`config.mk`:
```
export PLATFORM = sky130hd
export DESIGN_NAME = reset_source_and_sleep_domain_ctrl
export DESIGN_NICKNAME = d
export VERILOG_FILES = /design/src/hw/rst_sleep_pkg.sv /design/src/hw/level_sync.sv /design/src/hw/reset_source_and_sleep_domain_ctrl.sv
export SDC_FILE = /design/constraint.sdc
export NUM_CORES = 1
export LEC_CHECK = 0
export BUFFER_PORTS_ARGS = -buffer_cell sky130_fd_sc_hd__buf_2
export CAP_MARGIN = 20
export CORE_AREA = 2 2 135 137
export DETAILED_ROUTE_END_ITERATION = 8
export DIE_AREA = 0 0 137 139
export GPL_TIMING_DRIVEN = 1
export PLACE_DENSITY = 0.48
export RECOVER_POWER = 100
export SLEW_MARGIN = 20
export SYNTH_ARGS = -nofsm -noshare
export SYNTH_HDL_FRONTEND = slang
export SYNTH_SLANG_ARGS = --single-unit
```
`constraint.sdc`:
```
create_clock -name pclk -period 4.8 [get_ports pclk]
set_input_delay 0.72 -clock pclk [delete_from_list [all_inputs] [get_ports pclk]]
set_output_delay 0.72 -clock pclk [all_outputs]
set_load 0.005 [all_outputs]
```
`src/hw/rst_sleep_pkg.sv`:
```
/*
 * Constants, register map and state carriers for the reset source and
 * sleep domain controller.
 * Assumes a 32-bit APB slave on pclk and active-high internal resets.
 */
package rst_sleep_pkg;

  localparam int unsigned CLK_HZ = 20_000_000;

  // Register byte offsets
  localparam logic [7:0] CTRL_OFS = 8'h00;
  localparam logic [7:0] STATUS_OFS = 8'h04;
  localparam logic [7:0] WDOG_LOAD_OFS = 8'h08;
  localparam logic [7:0] WDOG_KICK_OFS = 8'h0C;
  localparam logic [7:0] CAUSE_OFS = 8'h10;

  // Control bit positions
  localparam int CTRL_WD_EN = 0;
  localparam int CTRL_SLEEP_GO = 1;
  localparam int CTRL_SLEEP_EMU = 2;
  localparam int CTRL_REGEN_DIS = 3;
  localparam int CTRL_RDP_CFG = 4;

  // Cause bit positions
  localparam int CAUSE_HV = 0;
  localparam int CAUSE_LV = 1;
  localparam int CAUSE_WDOG = 3;
  localparam int CAUSE_SW = 4;
  localparam int CAUSE_WAKE = 5;
  localparam int CAUSE_OPT = 6;
  localparam logic [7:0] CAUSE_RST = 8'h01;

  localparam logic [31:0] WDOG_KICK_KEY = 32'h0000_A5A5;
  localparam logic [15:0] WDOG_LOAD_RST = 16'h0800;
  localparam logic [1:0] OPT_FAIL_LIMIT = 2'h3;

  // Least length of a generated reset pulse
  localparam int unsigned RST_PULSE_NS = 400;
  localparam int unsigned RST_CYCLES_I = (RST_PULSE_NS * (CLK_HZ / 1_000_000) + 999) / 1000;
  localparam logic [3:0] RST_CYCLES = 4'(RST_CYCLES_I);

  // Reset masks: {por, sys, dap, periph_aon, periph_core}
  localparam logic [4:0] MASK_NONE = 5'h00;
  localparam logic [4:0] MASK_LV_RUN = 5'h1F;
  localparam logic [4:0] MASK_WDOG = 5'h0B;
  localparam logic [4:0] MASK_SW = 5'h0B;
  localparam logic [4:0] MASK_OPT = 5'h19;
  localparam logic [4:0] MASK_DSLEEP = 5'h1D;
  localparam logic [4:0] MASK_EMU = 5'h09;
  localparam logic [4:0] MASK_DBG = 5'h08;

  typedef enum logic [5:0] {
    ST_RUN = 6'h01,
    ST_ENTER = 6'h02,
    ST_PWROFF = 6'h04,
    ST_SLEEP = 6'h08,
    ST_WAKE = 6'h10,
    ST_PWRUP = 6'h20
  } slp_state_e;

  typedef struct packed {
    logic por;
    logic sys;
    logic dap;
    logic periph_aon;
    logic periph_core;
  } rst_out_s;

  typedef struct packed {
    logic core_on;
    logic flash_on;
    logic ram_from_aon;
    logic aon_on;
  } pwr_out_s;

  typedef struct packed {
    slp_state_e state;
    logic [4:0] rst_mask;
    logic [3:0] rst_cnt;
    logic [1:0] fail_cnt;
    logic emu_lock;
    logic [7:0] cause;
    logic [15:0] wd_cnt;
    logic [15:0] wd_load;
    logic [4:0] ctrl;
    logic clk1k_d;
    logic lv_d;
    logic tap_rst;
    logic [31:0] prdata;
  } ctl_state_s;

endpackage : rst_sleep_pkg

```
`src/hw/level_sync.sv`:
```
/*
 * Two-flop synchroniser bank for levels arriving from outside pclk.
 * Assumes each bit is a slow level; pulses shorter than one cycle may be lost.
 */
module level_sync #(
  parameter int W = 1
) (
  input wire logic pclk,
  input wire logic presetn,
  input wire logic [W-1:0] d,
  output logic [W-1:0] q
);
  logic [W-1:0] meta_r;

  // First stage feeds only the second stage
  always_ff @(posedge pclk or negedge presetn) begin
    if (!presetn) begin
      meta_r <= '0;
      q <= '0;
    end else begin
      meta_r <= d;
      q <= meta_r;
    end
  end
endmodule : level_sync

```
`src/hw/reset_source_and_sleep_domain_ctrl.sv`:
```
/*
 * Central reset source handling and deep-sleep power domain control,
 * with watchdog, cause recording and an APB register file.
 * Assumes pclk at 20 MHz from the always-on domain, presetn from the
 * power-on detector, and same-clock option-byte loader handshake.
 */
// The APB register port and the address map were left to the implementer.
//
// Notes on behaviour
// All sources merge into one reset decision; the TAP pin drives tap_reset on its own
// Watchdog counts 1 kHz ticks, expiry resets
// CPU request becomes software reset source
// Option byte check failure raises reset
// Retry option load while failures below three
// Third failure stops, enters emulated sleep
// Readout protection forced during that sleep
// Debugger request becomes debug reset source
// TAP reset pin resets only TAP
// TAP pin ignored in serial-wire or disabled
// Sleep entry and exit signal reset generation
// Sleep reset held until low-voltage detect good
// Emulated sleep keeps memory and core powered
// Always-on domain never powered down
// Core domain off in deep sleep
// RAM fed from always-on supply in deep sleep
// Flash fully unpowered in deep sleep
// Open-drain regulator enable, can be disabled
// Last reset cause recorded for software; debugger resets leave the cause unchanged
// Async sources synchronised, release clock-synchronous
module reset_source_and_sleep_domain_ctrl (
  input wire logic pclk,
  input wire logic presetn,
  input wire logic psel,
  input wire logic penable,
  input wire logic pwrite,
  input wire logic [7:0] paddr,
  input wire logic [31:0] pwdata,
  output logic pready,
  output logic [31:0] prdata,
  output logic pslverr,
  input wire logic clk1k_ref,
  input wire logic cpu_soft_reset_req,
  input wire logic opt_check_done,
  input wire logic config_byte_check_fail_src,
  input wire logic debugger_reset_req,
  input wire logic tap_only_reset_pin,
  input wire logic serial_wire_mode,
  input wire logic serial_jtag_debug_port_en,
  input wire logic low_voltage_power_on_detect,
  input wire logic wake_req,
  output rst_sleep_pkg::rst_out_s rst_out,
  output logic tap_reset,
  output rst_sleep_pkg::pwr_out_s pwr_out,
  output logic readout_protect_forced,
  output logic reg_en_o,
  output logic reg_en_oe
);
  import rst_sleep_pkg::*;

  ctl_state_s st_r;
  ctl_state_s st_nxt;
  logic [4:0] sync_q;
  logic clk1k_q;
  logic dbg_q;
  logic tap_q;
  logic lv_q;
  logic wake_q;
  logic jtag_ok;
  logic wd_tick;
  logic wd_fire;
  logic opt_fail;
  logic lv_drop;
  logic setup_ph;
  logic access_ph;
  logic mapped;
  logic [4:0] new_mask;
  logic emu_sel;

  //////////////////////////////////////////////////////////////////////////
  // Input synchronisers

  level_sync #(.W(5)) u_sync (
    .pclk(pclk),
    .presetn(presetn),
    .d({clk1k_ref, debugger_reset_req, tap_only_reset_pin,
        low_voltage_power_on_detect, wake_req}),
    .q(sync_q)
  );

  assign {clk1k_q, dbg_q, tap_q, lv_q, wake_q} = sync_q;

  function automatic logic is_mapped(input logic [7:0] a);
    is_mapped = (a == CTRL_OFS) || (a == STATUS_OFS) || (a == WDOG_LOAD_OFS)
      || (a == WDOG_KICK_OFS) || (a == CAUSE_OFS);
  endfunction : is_mapped

  function automatic logic [7:0] cause_of(input int bitpos);
    cause_of = CAUSE_RST | (8'h01 << bitpos);
  endfunction : cause_of

  assign setup_ph = psel && !penable;
  assign access_ph = psel && penable;
  assign mapped = is_mapped(paddr);
  assign jtag_ok = serial_jtag_debug_port_en && !serial_wire_mode;
  assign wd_tick = clk1k_q && !st_r.clk1k_d;
  assign wd_fire = wd_tick && st_r.ctrl[CTRL_WD_EN] && (st_r.wd_cnt == 16'h0000);
  assign opt_fail = opt_check_done && config_byte_check_fail_src;
  assign lv_drop = st_r.lv_d && !lv_q && (st_r.state == ST_RUN);
  assign emu_sel = st_r.ctrl[CTRL_SLEEP_EMU] || st_r.emu_lock;

  //////////////////////////////////////////////////////////////////////////
  // Next-state logic

  always_comb begin
    st_nxt = st_r;
    new_mask = MASK_NONE;
    st_nxt.clk1k_d = clk1k_q;
    st_nxt.lv_d = lv_q;
    st_nxt.ctrl[CTRL_SLEEP_GO] = 1'b0;
    // TAP reset stands apart from every other source
    st_nxt.tap_rst = tap_q && jtag_ok;

    // Watchdog on the 1 kHz reference
    if (wd_tick && st_r.ctrl[CTRL_WD_EN]) begin
      st_nxt.wd_cnt = (st_r.wd_cnt == 16'h0000) ? st_r.wd_load
        : st_r.wd_cnt - 16'h0001;
    end

    // Register writes
    if (access_ph && pwrite) begin
      case (paddr)
        CTRL_OFS: begin
          st_nxt.ctrl = pwdata[4:0];
        end
        WDOG_LOAD_OFS: begin
          st_nxt.wd_load = pwdata[15:0];
        end
        WDOG_KICK_OFS: begin
          if (pwdata == WDOG_KICK_KEY) begin
            st_nxt.wd_cnt = st_r.wd_load;
          end
        end
        CAUSE_OFS: begin
          st_nxt.cause = CAUSE_RST;
        end
        default: begin
        end
      endcase
    end

    // Read data captured in the setup phase
    if (setup_ph) begin
      case (paddr)
        CTRL_OFS: st_nxt.prdata = {27'h0, st_r.ctrl};
        STATUS_OFS: st_nxt.prdata = {st_r.wd_cnt, 5'h00, st_r.tap_rst,
          readout_protect_forced, st_r.emu_lock, st_r.fail_cnt, st_r.state};
        WDOG_LOAD_OFS: st_nxt.prdata = {16'h0000, st_r.wd_load};
        CAUSE_OFS: st_nxt.prdata = {24'h000000, st_r.cause};
        default: st_nxt.prdata = 32'h0000_0000;
      endcase
    end

    // Pulse countdown, release on a clock edge
    if (st_r.rst_cnt != 4'h0) begin
      st_nxt.rst_cnt = st_r.rst_cnt - 4'h1;
    end else if (st_r.state == ST_RUN) begin
      st_nxt.rst_mask = MASK_NONE;
    end

    case (st_r.state)
      ST_RUN: begin
        // All run-time sources but the TAP pin merge here; masks accumulate
        if (lv_drop) begin
          new_mask = MASK_LV_RUN;
          st_nxt.cause = cause_of(CAUSE_LV);
        end else if (wd_fire) begin
          new_mask = MASK_WDOG;
          st_nxt.cause = cause_of(CAUSE_WDOG);
        end else if (cpu_soft_reset_req) begin
          new_mask = MASK_SW;
          st_nxt.cause = cause_of(CAUSE_SW);
        end
        if (opt_fail) begin
          st_nxt.cause[CAUSE_OPT] = 1'b1;
          if (st_r.fail_cnt + 2'h1 < OPT_FAIL_LIMIT) begin
            st_nxt.fail_cnt = st_r.fail_cnt + 2'h1;
            new_mask = new_mask | MASK_OPT;
          end else begin
            st_nxt.fail_cnt = OPT_FAIL_LIMIT;
            st_nxt.emu_lock = 1'b1;
            st_nxt.state = ST_SLEEP;
            st_nxt.rst_mask = MASK_EMU;
          end
        end else if (opt_check_done) begin
          st_nxt.fail_cnt = 2'h0;
        end
        if (dbg_q) begin
          new_mask = new_mask | MASK_DBG;
        end
        if (new_mask != MASK_NONE && !st_nxt.emu_lock) begin
          st_nxt.rst_mask = st_r.rst_mask | new_mask;
          st_nxt.rst_cnt = RST_CYCLES;
        end else if (st_r.ctrl[CTRL_SLEEP_GO] && !st_nxt.emu_lock) begin
          st_nxt.state = ST_ENTER;
          st_nxt.rst_mask = emu_sel ? MASK_EMU : MASK_DSLEEP;
        end
      end
      ST_ENTER: begin
        st_nxt.state = emu_sel ? ST_SLEEP : ST_PWROFF;
      end
      ST_PWROFF: begin
        st_nxt.state = ST_SLEEP;
      end
      ST_SLEEP: begin
        if (wake_q) begin
          st_nxt.state = ST_WAKE;
        end
      end
      ST_WAKE: begin
        st_nxt.state = ST_PWRUP;
      end
      ST_PWRUP: begin
        // Held until the low-voltage detector reports good levels
        if (lv_q) begin
          st_nxt.state = ST_RUN;
          st_nxt.rst_cnt = RST_CYCLES;
          st_nxt.cause = cause_of(CAUSE_WAKE);
          st_nxt.emu_lock = 1'b0;
          st_nxt.fail_cnt = 2'h0;
        end
      end
      default: begin
        st_nxt.state = ST_RUN;
      end
    endcase
  end

  //////////////////////////////////////////////////////////////////////////
  // State register

  always_ff @(posedge pclk or negedge presetn) begin
    if (!presetn) begin
      st_r.state <= ST_RUN;
      st_r.rst_mask <= MASK_NONE;
      st_r.rst_cnt <= 4'h0;
      st_r.fail_cnt <= 2'h0;
      st_r.emu_lock <= 1'b0;
      st_r.cause <= CAUSE_RST;
      st_r.wd_cnt <= WDOG_LOAD_RST;
      st_r.wd_load <= WDOG_LOAD_RST;
      st_r.ctrl <= 5'h00;
      st_r.clk1k_d <= 1'b0;
      st_r.lv_d <= 1'b0;
      st_r.tap_rst <= 1'b0;
      st_r.prdata <= 32'h0000_0000;
    end else begin
      st_r <= st_nxt;
    end
  end

  //////////////////////////////////////////////////////////////////////////
  // Outputs

  assign pready = 1'b1;
  assign pslverr = access_ph && !mapped;
  assign prdata = st_r.prdata;
  assign rst_out = st_r.rst_mask;
  assign tap_reset = st_r.tap_rst;
  assign readout_protect_forced = st_r.emu_lock || st_r.ctrl[CTRL_RDP_CFG];

  // Power off only in the non-emulated deep states
  always_comb begin
    logic deep;
    deep = 1'b0;
    deep = !emu_sel && (st_r.state == ST_PWROFF || st_r.state == ST_SLEEP
      || st_r.state == ST_WAKE);
    pwr_out.core_on = !deep;
    pwr_out.flash_on = !deep;
    pwr_out.ram_from_aon = deep;
    pwr_out.aon_on = 1'b1;
  end

  // Pull-up keeps regulators on; pull low to switch them off
  assign reg_en_o = 1'b0;
  assign reg_en_oe = !st_r.ctrl[CTRL_REGEN_DIS] && !pwr_out.core_on;
endmodule : reset_source_and_sleep_domain_ctrl

```
==> flow_summary_export.csv <==
group,metric,value,unit
status,outcome,"finished, violations left",
status,violations,"max-capacitance violations, max-slew violations",
floorplanning,core,17660,sq um
clock_network,cts.sinks,108,
clock_network,clock_path_buffers,2,
finish,fillers,1879,
synthesis,synth.most_common_cell,"dfrtp_1",
place,dpl.hpwl,10710,microns
sta,period_share,69.38,%
synthesis,ys_warn_count,0,
sta,clock_skew,7.180,ps
worst_setup_path,crit_arrival,3620,ps
hold_path,min_path_cells,0,
detailed_routing,topRoutingLayerUsed,"met4",
sta,setup-tns-final,0,ps
hold_path,holdCritStartpoint,"u_sync.meta_r[3]",
flow_run,drv_cap,1,
clock_network,clkTransAtPathRegs,80,ps
detailed_routing,routed_wirelength,14370,microns
detailed_routing,wl_met1,6343,microns
clock_network,cts_setup_buffers,0,
synthesis,synth_largest_area_cell,"dfrtp_1",
power,p_switching,653.0,uW
synthesis,synth_edf_count,0,
sta,rsz0062_at_grt,"no",
worst_setup_path,rrSetupSlack,1470,ps
finish,nets,653,
synthesis,syn-instance-count,546,
worst_setup_path,reg2reg_depth,7,
synthesis,synth_async_sr_flop_share,100.0,%
detailed_routing,drc_errors,0,
sta,finalSetupViolCount,0,
clock_network,cts_tree,"done",
synthesis,synth_top_flop_cell,"dfrtp_1",
worst_setup_path,timing_worst_setup_path_type,"reg -> reg",
grt,antenna_found_initial,0,
floorplanning,start_util,31.15,%
power,leakagePower,0.002804,uW
detailed_routing,wl_met2,7308,microns
synthesis,syn_area,5500,sq um
grt,track_usage,15.35,%
worst_setup_path,cp_max_fo,7,
synthesis,ys_ff_latch,108,
worst_setup_path,startpoint_type,"register",
floorplanning,ioPinCount,102,
power,p_comb_share,16.5,%
detailed_routing,wl_per_cell,17.35,microns
detailed_routing,drt_iter0_drc,217,
worst_setup_path,end_kind,"register",
sta,slew_headroom,-24.46,%
floorplanning,die_h,139,microns
place,place.gp.congestion,0.8180,
sta,hold_viol_final,0,
finish,drive_above_1_share,22.20,%
finish,fin_util,34.78,%
clock_network,insertion_delay,360,ps
sta,timing.fmax,300.3,MHz
synthesis,ys_types,62,
floorplanning,die_w,137,microns
clock_network,cts_root_buffer,"clkbuf_16",
place,io_buffers,98,
power,vdd_drop_max,0.2124,mV
synthesis,yosys-top-cells-area,"dfrtp_1 (47%), mux2_2 (6.6%), buf_4 (5.6%), nand2_1 (5.6%), o21ai_0 (4.1%)",
clock_network,htreeDepth,3,
grt,grt_pass1_wl,22490,microns
clock_network,cts_buffers,9,
power,power.density,369.0,nW/um^2
grt,globalRoute.totalOverflow,0,
detailed_routing,num_vias,4123,
clock_network,ctsHoldBuffers,0,
detailed_routing,firstDrtPassIters,5,
detailed_routing,wl_met3,580,microns
worst_setup_path,r2r_start,"st_r[56]",
detailed_routing,ant_nets,0,
sta,period_minus_slack,3330,ps
power,swShare,28.81,%
hold_path,hold_path.class,"reg -> reg",
grt,grt_start_max_net_pins,73,
power,seq_power_share,47.0,%
synthesis,yosys-top-cells-count,"dfrtp_1 (104), nand2_1 (82), o21ai_0 (45)",
synthesis,synth.top_cell.area_share,47.32,%
floorplanning,die-area,19040,sq um
hold_path,holdPathEnd,"u_sync.q[3]",
synthesis,ys_seq_area_share,49.23,%
sta,slew_violations,73,
detailed_routing,vias_per_cell,4.979,
clock_network,post_cts_resized,0,
power,p_int,1613,uW
finish,syn_to_final_growth,11.65,%
worst_setup_path,critPathRequiredTime,5090,ps
worst_setup_path,r2r_end,"rst_out[1]",
grt,grt_pass1_vias,4003,
power,p_clk_share,36.5,%
synthesis,avgSynthCellArea,10.07,sq um
finish,n_antenna_cell,0,
floorplanning,num_rows,49,
sta,worstMarginPinSlew,1867,ps
## how the worst max path moves through the flow
stage | start | end | slack, ps | depth (start not counted)
after floorplan | paddr[2] | st_r[35] | 2450 | 4
after global placement | paddr[2] | st_r[53] | 1880 | 5
after detailed placement | paddr[2] | st_r[48] | 1800 | 5
after CTS | st_r[80] | reg_en_oe | 2060 | 5
after global routing | st_r[56] | rst_out[1] | 1320 | 7
final | st_r[56] | rst_out[1] | 1470 | 7
## cell type report
class,instances,area (sq um),area share [%]
Clock buffer,10,229.0,3.729
Clock inverter,6,95.09,1.548
Inverter,14,52.55,0.8557
Multi-Input combinational cell,360,2292,37.33
Sequential cell,108,2708,44.09
Tap cell,229,286.5,4.666
Timing Repair Buffer,101,478.0,7.783
## sequential cells by signal, indices dropped and copies added (netlist names)
name / flops
prdata: 32
u_sync.meta_r: 5
u_sync.q: 5
rst_out: 5
st_r: 60
tap_reset: 1
## cell usage in the layout (no fill, tap or decap), drive strengths merged, types with 8 or more instances in the layout
cell type,netlist,routed
mux2,32,32
nand3,8,8
buf,46,74
o21ai,46,46
nor4,8,8
nor3,14,14
xnor2,8,8
a222oi,8,8
inv,14,17
nand2,83,83
nor2,28,28
clkbuf,19,37
dfrtp,104,104
a21oi,15,15
## critical path, stage by stage, from the launching register on
cell and delay [ps]:
dfrtp_1 450, inv_1 140, ha_1 160, or4b_1 490, nor4_1 920, a21oi_1 430, a2111oi_0 510, o21ba_1 170
## power by group through the flow
stage	Sequential, uW	Combinational [uW]	Clock [uW]
after floorplan	1040	299	0
after global placement	1080	374	0
after detailed placement	1080	384	0
after CTS	1070	386	855
after global routing	1080	426	888
final	1070	373	827
## routing by layer
metal,vias to the layer above,global-route usage [%]
li1,1986,-
met1,2033,20.54
met2,96,25.48
met3,8,3.143
met4,0,3.418
met5,-,0
## through the flow
stage	cell area, sq um	setup WS, ps	instances	total power [uW]	hold WS, ps
CTS	6222	2063	828	2307	351.8
floorplan	5504	2446	547	1339	331.2
global placement	5898	1882	812	1455	332.8
detailed placement	5898	1804	812	1466	334.7
finish	6141	1470	828	2266	349.1
global route	6141	1321	828	2393	365.2
## kinds of logic after synthesis
kind of cell	share of synthesized area, %
compound gates	12.24
xor+xnor	2.229
fa+ha+maj	0.9100
buf+inv	8.417
flops	49.23
mux	7.643
other cells	0.1365
simple gates	19.20
Power figures use the tool's default switching activity.
